$ cat src/hdl/pfc_pkg.sv
// shared constants and carrier types for the programmed cpu frequency control bytes
package pfc_pkg;

	// ----------------------------------------------------------------
	// control byte offsets
	// ----------------------------------------------------------------
	localparam logic [7:0] OFS_FACTOR_A  = 8'h0d;
	localparam logic [7:0] OFS_EN_FACT_B = 8'h0e;
	localparam logic [7:0] OFS_STRAP_ST  = 8'h0f;
	localparam logic [7:0] OFS_SPARE_ONE = 8'h10;
	localparam logic [7:0] OFS_SPARE_TWO = 8'h11;

	// ----------------------------------------------------------------
	// field positions and reset values
	// ----------------------------------------------------------------
	localparam int         BIT_PROG_EN    = 7;
	localparam int         STRAP_LSB      = 3;
	localparam int         STRAP_W        = 5;
	localparam int         FACT_A_W       = 8;
	localparam int         FACT_B_W       = 7;
	localparam logic [7:0] RST_FACTOR_A   = 8'h00;
	localparam logic [6:0] RST_FACTOR_B   = 7'h00;
	localparam logic       RST_PROG_EN    = 1'b0;
	localparam logic [1:0] RST_TEST_BITS  = 2'h3;
	localparam logic [7:0] READ_UNMAPPED  = 8'h00;

	// ----------------------------------------------------------------
	// timing: settle time before straps are captured
	// ----------------------------------------------------------------
	localparam int CLK_PERIOD_NS    = 100;
	localparam int STRAP_SETTLE_NS  = 400;
	localparam int STRAP_SETTLE_CYC = (STRAP_SETTLE_NS + CLK_PERIOD_NS - 1) / CLK_PERIOD_NS;

	// programmed-frequency configuration handed to the pll control
	typedef struct packed {
		logic                prog_en;
		logic [FACT_A_W-1:0] factor_a;
		logic [FACT_B_W-1:0] factor_b;
		logic [STRAP_W-1:0]  ratio_sel;
	} pfc_freq_cfg_t;

endpackage : pfc_pkg

$ cat src/hdl/pfc_ctrl_bytes.sv
// programmed cpu frequency control bytes with strap capture and ratio selection
//
// Behaviour
// enabled: frequency from factor a and b
// factor b write starts frequency load
// bypass clear: ratio from latched straps
// bypass set: ratio from software select
// enable byte bit 7 enables, resets zero
// status bits 7:3 show straps, read-only
// factors reset zero, hold last write
// disabled: frequency from straps or select
// host writes ones to test, zeros reserved
`timescale 1ns/1ps
`default_nettype none

module pfc_ctrl_bytes #(
	parameter int SETTLE_CYC = pfc_pkg::STRAP_SETTLE_CYC
) (
	// clock and reset
	input  wire logic                         clock_i,
	input  wire logic                         rst_i,
	// control byte port from the smbus engine
	input  wire logic                         byte_wr_i,
	input  wire logic                         byte_rd_i,
	input  wire logic [7:0]                   byte_addr_i,
	input  wire logic [7:0]                   byte_wdata_i,
	output logic      [7:0]                   byte_rdata_o,
	output logic                              byte_rvalid_o,
	// frequency-select strap pins
	input  wire logic [pfc_pkg::STRAP_W-1:0]  strap_pins_i,
	// fields held in other control bytes
	input  wire logic                         strap_bypass_i,
	input  wire logic [pfc_pkg::STRAP_W-1:0]  soft_freq_select_i,
	// frequency control towards the pll
	output pfc_pkg::pfc_freq_cfg_t            freq_cfg_o,
	output logic                              freq_load_o,
	output logic                              use_programmed_o,
	output logic                              strap_valid_o
);

	// ----------------------------------------------------------------
	// parameter check
	// ----------------------------------------------------------------
	// the strap settle counter is only eight bits wide
	if (SETTLE_CYC < 1 || SETTLE_CYC > 255)
	begin : g_bad_settle
		$error("pfc_ctrl_bytes: unsupported settle count");
	end

	// ----------------------------------------------------------------
	// storage
	// ----------------------------------------------------------------
	logic [pfc_pkg::FACT_A_W-1:0] factor_a_q;
	logic [pfc_pkg::FACT_B_W-1:0] factor_b_q;
	logic                         prog_en_q;
	logic [1:0]                   test_bits_q;
	logic [pfc_pkg::STRAP_W-1:0]  strap_val;
	logic [pfc_pkg::STRAP_W-1:0]  ratio_sel_q;
	logic                         load_q;
	logic                         wr_a;
	logic                         wr_b;
	logic                         wr_st;

	assign wr_a  = byte_wr_i && (byte_addr_i == pfc_pkg::OFS_FACTOR_A);
	assign wr_b  = byte_wr_i && (byte_addr_i == pfc_pkg::OFS_EN_FACT_B);
	assign wr_st = byte_wr_i && (byte_addr_i == pfc_pkg::OFS_STRAP_ST);

	// straps are caught after reset release, not at the pins each cycle
	pfc_strap_latch #(
		.WIDTH      (pfc_pkg::STRAP_W),
		.SETTLE_CYC (SETTLE_CYC)
	) u_strap (
		.clock_i      (clock_i),
		.rst_i        (rst_i),
		.strap_pins_i (strap_pins_i),
		.strap_val_o  (strap_val),
		.strap_done_o (strap_valid_o)
	);

	// ----------------------------------------------------------------
	// writable bytes
	// ----------------------------------------------------------------
	// first factor byte
	always_ff @(posedge clock_i or posedge rst_i)
	begin
		if (rst_i)
			factor_a_q <= pfc_pkg::RST_FACTOR_A;
		else if (wr_a)
			factor_a_q <= byte_wdata_i;
	end

	// enable bit and second factor share one byte
	always_ff @(posedge clock_i or posedge rst_i)
	begin
		if (rst_i)
		begin
			prog_en_q  <= pfc_pkg::RST_PROG_EN;
			factor_b_q <= pfc_pkg::RST_FACTOR_B;
		end
		else if (wr_b)
		begin
			prog_en_q  <= byte_wdata_i[pfc_pkg::BIT_PROG_EN];
			factor_b_q <= byte_wdata_i[pfc_pkg::FACT_B_W-1:0];
		end
	end

	// only the two test bits of the status byte store; strap bits ignore writes
	always_ff @(posedge clock_i or posedge rst_i)
	begin
		if (rst_i)
			test_bits_q <= pfc_pkg::RST_TEST_BITS;
		else if (wr_st)
			test_bits_q <= byte_wdata_i[1:0];
	end

	// ----------------------------------------------------------------
	// frequency control
	// ----------------------------------------------------------------
	// every write to the second factor byte reloads, even with same value
	always_ff @(posedge clock_i or posedge rst_i)
	begin
		if (rst_i)
			load_q <= 1'b0;
		else
			load_q <= wr_b;
	end

	// ratio source; also the whole frequency source while disabled
	always_ff @(posedge clock_i or posedge rst_i)
	begin
		if (rst_i)
			ratio_sel_q <= '0;
		else if (strap_bypass_i)
			ratio_sel_q <= soft_freq_select_i;
		else
			ratio_sel_q <= strap_val;
	end

	assign freq_load_o          = load_q;
	assign use_programmed_o     = prog_en_q;
	// one driver for the whole carrier, so no member is driven twice
	assign freq_cfg_o = '{
		prog_en:   prog_en_q,
		factor_a:  factor_a_q,
		factor_b:  factor_b_q,
		ratio_sel: ratio_sel_q
	};

	// ----------------------------------------------------------------
	// read path
	// ----------------------------------------------------------------
	// reserved bytes and unmapped offsets read zero
	always_ff @(posedge clock_i or posedge rst_i)
	begin
		if (rst_i)
		begin
			byte_rdata_o  <= pfc_pkg::READ_UNMAPPED;
			byte_rvalid_o <= 1'b0;
		end
		else
		begin
			byte_rvalid_o <= byte_rd_i;
			if (byte_rd_i)
			begin
				case (byte_addr_i)
					pfc_pkg::OFS_FACTOR_A:  byte_rdata_o <= factor_a_q;
					pfc_pkg::OFS_EN_FACT_B: byte_rdata_o <= {prog_en_q, factor_b_q};
					pfc_pkg::OFS_STRAP_ST:  byte_rdata_o <= {strap_val, 1'b0, test_bits_q};
					default:                byte_rdata_o <= pfc_pkg::READ_UNMAPPED;
				endcase
			end
		end
	end

	// ----------------------------------------------------------------
	// assertions
	// ----------------------------------------------------------------
	chk_load_on_write: assert property (@(posedge clock_i) disable iff (rst_i)
		wr_b |=> freq_load_o ##1 !freq_load_o || $past(wr_b))
		else $error("no single load pulse after factor b write");

	chk_load_no_cause: assert property (@(posedge clock_i) disable iff (rst_i)
		freq_load_o |-> $past(wr_b))
		else $error("load pulse without factor b write");

	chk_ratio_straps: assert property (@(posedge clock_i) disable iff (rst_i)
		!strap_bypass_i |=> freq_cfg_o.ratio_sel == $past(strap_val))
		else $error("ratio not from straps");

	chk_ratio_soft: assert property (@(posedge clock_i) disable iff (rst_i)
		strap_bypass_i |=> freq_cfg_o.ratio_sel == $past(soft_freq_select_i))
		else $error("ratio not from software select");

	chk_enable_write: assert property (@(posedge clock_i) disable iff (rst_i)
		wr_b |=> use_programmed_o == $past(byte_wdata_i[7]))
		else $error("enable bit not taken from bit 7");

	chk_strap_readonly: assert property (@(posedge clock_i) disable iff (rst_i)
		(wr_st && strap_valid_o) |=> $stable(strap_val))
		else $error("strap bits changed by write");

	chk_factor_hold: assert property (@(posedge clock_i) disable iff (rst_i)
		!wr_a && !wr_b |=> $stable(freq_cfg_o.factor_a) && $stable(freq_cfg_o.factor_b))
		else $error("factor changed without write");

	chk_status_read: assert property (@(posedge clock_i) disable iff (rst_i)
		(byte_rd_i && byte_addr_i == pfc_pkg::OFS_STRAP_ST)
		|=> byte_rvalid_o && byte_rdata_o[7:3] == $past(strap_val) && !byte_rdata_o[2])
		else $error("status byte read wrong");

	chk_source_switch: assert property (@(posedge clock_i) disable iff (rst_i)
		$changed(use_programmed_o) |-> $past(wr_b))
		else $error("frequency source changed without enable byte write");

	chk_factor_a_write: assert property (@(posedge clock_i) disable iff (rst_i)
		wr_a |=> freq_cfg_o.factor_a == $past(byte_wdata_i))
		else $error("factor a not taken from write");

	chk_factor_b_write: assert property (@(posedge clock_i) disable iff (rst_i)
		wr_b |=> freq_cfg_o.factor_b == $past(byte_wdata_i[pfc_pkg::FACT_B_W-1:0]))
		else $error("factor b not taken from write");

	chk_load_only_b: assert property (@(posedge clock_i) disable iff (rst_i)
		(wr_a && !wr_b) |=> !freq_load_o)
		else $error("load pulse after factor a write alone");

endmodule : pfc_ctrl_bytes

`default_nettype wire

$ cat src/hdl/pfc_strap_latch.sv
// synchronises the frequency-select straps and captures them once after reset
`timescale 1ns/1ps
`default_nettype none

module pfc_strap_latch #(
	parameter int WIDTH      = pfc_pkg::STRAP_W,
	parameter int SETTLE_CYC = pfc_pkg::STRAP_SETTLE_CYC
) (
	// clock and reset
	input  wire logic             clock_i,
	input  wire logic             rst_i,
	// strap pins and captured value
	input  wire logic [WIDTH-1:0] strap_pins_i,
	output logic      [WIDTH-1:0] strap_val_o,
	output logic                  strap_done_o
);

	// ----------------------------------------------------------------
	// checks
	// ----------------------------------------------------------------
	// elaboration refuses widths and settle counts the 8-bit counter cannot serve
	if (WIDTH < 1 || SETTLE_CYC < 1 || SETTLE_CYC > 255)
	begin : g_bad_params
		$error("pfc_strap_latch: unsupported parameters");
	end

	logic [WIDTH-1:0] s1_q;
	logic [WIDTH-1:0] s2_q;
	logic [WIDTH-1:0] s3_q;
	logic [7:0]       settle_q;

	// three-stage synchroniser; the first stage feeds only the second
	always_ff @(posedge clock_i or posedge rst_i)
	begin
		if (rst_i)
		begin
			s1_q <= '0;
			s2_q <= '0;
			s3_q <= '0;
		end
		else
		begin
			s1_q <= strap_pins_i;
			s2_q <= s1_q;
			s3_q <= s2_q;
		end
	end

	// settle counter; capture happens once, after release, never under reset
	always_ff @(posedge clock_i or posedge rst_i)
	begin
		if (rst_i)
		begin
			settle_q     <= 8'h00;
			strap_val_o  <= '0;
			strap_done_o <= 1'b0;
		end
		else if (!strap_done_o)
		begin
			if (settle_q < 8'(SETTLE_CYC))
				settle_q <= settle_q + 8'h01;
			else if (s2_q == s3_q)
			begin
				strap_val_o  <= s3_q;
				strap_done_o <= 1'b1;
			end
		end
	end

endmodule : pfc_strap_latch

`default_nettype wire

$ cat config.mk
export PLATFORM = sky130hd
export DESIGN_NAME = pfc_ctrl_bytes
export DESIGN_NICKNAME = d
export VERILOG_FILES = /design/src/hdl/pfc_pkg.sv /design/src/hdl/pfc_ctrl_bytes.sv /design/src/hdl/pfc_strap_latch.sv
export SDC_FILE = /design/constraint.sdc
export NUM_CORES = 1
export LEC_CHECK = 0
export BUFFER_PORTS_ARGS = -buffer_cell sky130_fd_sc_hd__buf_2
export CAP_MARGIN = 40
export CELL_PAD_IN_SITES_DETAIL_PLACEMENT = 1
export CELL_PAD_IN_SITES_GLOBAL_PLACEMENT = 2
export CORE_ASPECT_RATIO = 1.25
export CORE_MARGIN = 1.5
export CORE_UTILIZATION = 36
export CTS_BUF_LIST = sky130_fd_sc_hd__clkbuf_4 sky130_fd_sc_hd__clkbuf_8
export CTS_CLUSTER_SIZE = 30
export DETAILED_ROUTE_END_ITERATION = 6
export PLACE_DENSITY_LB_ADDON = 0.1
export SYNTH_ARGS = -nofsm -noshare
export SYNTH_HDL_FRONTEND = slang
export SYNTH_SLANG_ARGS = --single-unit
$ cat constraint.sdc
create_clock -name clock_i -period 2.5 [get_ports clock_i]
set_input_delay 0.25 -clock clock_i [delete_from_list [all_inputs] [get_ports clock_i]]
set_output_delay 0.25 -clock clock_i [all_outputs]
set_load 0.02 [all_outputs]
==> run_results.csv <==
group,metric,value,unit
global_route,grt_start_max_net_pins,35,
route,drtIter0Drc,43,
critical_path,critPathKind,"reg2reg",
placement,dpl.hpwl,3610,um
floorplan,coreArea,6520,um2
synth,syn_nets,200,
sta,setup_viol,0,
finish,syn_to_final_growth,28.2,%
worst_hold_path,min_path_type,"in2async",
finish,fillers,722,
route,via_count,1524,
floorplan,initial_core_util,36.9,%
cts,clock_sinks,62,
sta,holdWs,-0.173,ps
placement,place.gp.congestion,0.693,
floorplan,dieArea,7190,um2
global_route,grt_overflow,0,
global_route,use_met1,17.5,%
synth,netlist_instances,168,
pwr,p_sw,0.000609,W
floorplan,fp.dieW,76.1,um
cts,cts_setup_buffers,0,
run_status,violations,"negative hold slack",
cts,cts_tree,"done",
global_route,grt_pass1_vias,1710,
synth,ys_warn_count,0,
pwr,clkPwrFrac,43.3,%
global_route,antenna_found_initial,0,
floorplan,rows,33,
pwr,swShare,23.5,%
critical_path,critPathSlowestCell,"or4_1",
route,viasPerCell,4.66,
placement,io_buffers,63,
pwr,ir_worst_vdd,0.558,mV
route,post_drt_wl_per_cell,15.6,um
cts,clkSlewWorstSetupHoldPaths,70,ps
floorplan,io_pins,64,
cts,cts-htree-levels,3,
sta,period_needed,1890,ps
finish,final_common_cell,"buf_2",
critical_path,crit_fanout,5,
route,drcViolationCount,0,
critical_path,crit_path_cell_trace,"or4_1, o211a_1, nand3b_1, mux2_2",
cts,root_buffer,"clkbuf_8",
route,drt_pre_antenna_iters,4,
pwr,cellPowerDensity,841,nW/um2
critical_path,cp.arrival,2110,ps
global_route,busiest_layer,"met2",
finish,layout_common_cells,"63 x buf_2, 60 x dfrtp_1, 37 x mux2_2",
cts,cts_resized,0,
synth,synth_xor_area_share,2.18,%
critical_path,max_stage_delay,560,ps
synth,synth_compound_area_share,5.35,%
sta,relSlewSlack,55.4,%
critical_path,critPathTopFamily,"simple AND/OR/NAND/NOR gates",
critical_path,path_buf_inv,0,
synth,yosys.area_share.adder,0.520,%
sta,rsz0062_at_grt,"false",
synth,netlist_area,2410,um2
sta,period_share,75.7,%
synth,synthSimpleGateAreaFrac,6.50,%
critical_path,crit_path_end_kind,"flip-flop",
sta,finalClockSkew,6.68,ps
synth,yosysSeqAreaShare,64.6,%
sta,fmax,529,MHz
synth,avgSynthCellArea,14.3,um2
finish,nNetsFinal,267,
job,drv_cap,0,
sta,finalSetupTns,0,ps
sta,final_max_slew_viol_count,0,
finish,diodes,0,
run_status,status,"finished with violations",
cts,holdBufCountCts,3,
global_route,use_met3,3.00,%
global_route,grt_pass1_wl,8340,um
global_route,grt_use_total,15.4,%
sta,tightest_slew,668,ps
critical_path,worstPathRequired,2720,ps
pwr,internal-power,0.00199,W
pwr,power_frac_comb,11.7,%
pwr,p_seq_share,45.0,%
finish,drive_above_1_share,52.1,%
synth,ys_seq_elements,62,
route,drtAntennaViolNets,0,
cts,cts_buffers,9,
cts,clock_latency,330,ps
cts,cts_buffer_depth,2,
route,finalWirelength,5110,um
sta,hold_violations,1,
global_route,use_met2,27.0,%
synth,synth_cell_types,30,
finish,utilization,47.3,%
synth,synth_top_family_by_area,"multiplexers",
critical_path,crit_path_start_kind,"flip-flop",
floorplan,fp.dieH,94.4,um
synth,muxShareOfSynthArea,17.3,%
pwr,p_leak,1.58,nW
[cell type report]
cell class                 instances  area, um2  area share, %
clock buffer                      13        166           5.39
clock inverter                     3       90.1           2.92
inverter                           9       33.8           1.09
multi-input combinational         86        767           24.9
sequential                        62       1550           50.4
tap                               87        109           3.53
timing repair buffer              67        365           11.8
[layer usage]
metal,part of all wire (%),routed length (um)
met1,42,2160
met2,52,2650
met3,4.3,219
met4,1.6,84
met5,0,0
[per-stage QoR]
| stage | setup WS [ps] | hold WS, ps | total power (W) | instances | cell area, um2 |
|---|---|---|---|---|---|
| 5_1_grt | 517 | 10.3 | 0.00269 | 327 | 3090 |
| 3_3_place_gp | 495 | 334 | 0.00148 | 308 | 2800 |
| 2_1_floorplan | 712 | 281 | 0.00136 | 168 | 2410 |
| 6_report | 609 | -0.173 | 0.00260 | 327 | 3090 |
| 4_1_cts | 566 | 3.24 | 0.00263 | 327 | 3090 |
| 3_5_place_dp | 452 | 336 | 0.00149 | 308 | 2800 |
[power groups by stage]
| stage | Combinational (W) | Sequential [W] | Clock (W) |
|---|---|---|---|
| after floorplan | 0.000147 | 0.00121 | 0 |
| after global placement | 0.000297 | 0.00118 | 0 |
| after detailed placement | 0.000303 | 0.00119 | 0 |
| after CTS | 0.000310 | 0.00117 | 0.00115 |
| after global routing | 0.000331 | 0.00118 | 0.00118 |
| final | 0.000303 | 0.00117 | 0.00112 |
[kinds of logic after synthesis]
| kind of cell | after synthesis |
|---|---|
| DFF | 62 |
| muxes | 37 |
| and+or+nand+nor | 24 |
| buffers and inverters | 20 |
| AOI/OAI and AO/OA | 18 |
| xor gates and xnor gates | 6 |
| adders and majority gates | 1 |
[worst paths after layout]
path,cells past startpoint,endpoint,slack (ps),start
max,4,u_strap.strap_val_o[4],610,u_strap.settle_q[2]
min,2,factor_a_q[1],-0.2,rst_i
max reg2reg,4,u_strap.strap_val_o[4],610,u_strap.settle_q[2]
min reg2reg,0,u_strap.s2_q[2],350,u_strap.s1_q[2]
max in group asynchronous,3,u_strap.s2_q[2],1900,rst_i
min in group clock_i,1,u_strap.s1_q[2],30,strap_pins_i[2]
[synthesized netlist by cell type]
cell type / count / area share, %
a21o_1: 2 / 0.62
a22o_1: 7 / 2.5
a22oi_1: 1 / 0.31
and2_1: 1 / 0.26
and3_1: 1 / 0.26
and3b_1: 1 / 0.36
buf_4: 1 / 0.31
buf_6: 1 / 0.47
clkbuf_1: 9 / 1.4
dfrtp_1: 60 / 62
dfstp_2: 2 / 2.2
ha_1: 1 / 0.52
inv_1: 9 / 1.4
mux2_2: 37 / 17
nand2_1: 1 / 0.16
nand2_2: 1 / 0.26
nand3_1: 7 / 1.5
nand3b_1: 1 / 0.31
nor2_1: 1 / 0.16
nor2b_1: 2 / 0.52
nor3_1: 3 / 0.62
nor3_2: 1 / 0.42
nor3_4: 1 / 0.68
o211a_1: 1 / 0.42
o21ai_0: 7 / 1.5
or2_2: 1 / 0.26
or4_1: 1 / 0.31
or4_4: 1 / 0.47
xnor2_1: 2 / 0.73
xor2_1: 4 / 1.5
[registers in the layout, indices dropped and copies added, names as in the netlist]
name and count:
byte_rdata_o 8, factor_a_q 8, u_strap.settle_q 8, factor_b_q 7, ratio_sel_q 5, u_strap.s1_q 5
u_strap.s2_q 5, u_strap.s3_q 5, u_strap.strap_val_o 5, test_bits_q 2, byte_rvalid_o 1, freq_load_o 1
u_strap.strap_done_o 1, use_programmed_o 1
Power figures use the tool's default switching activity.
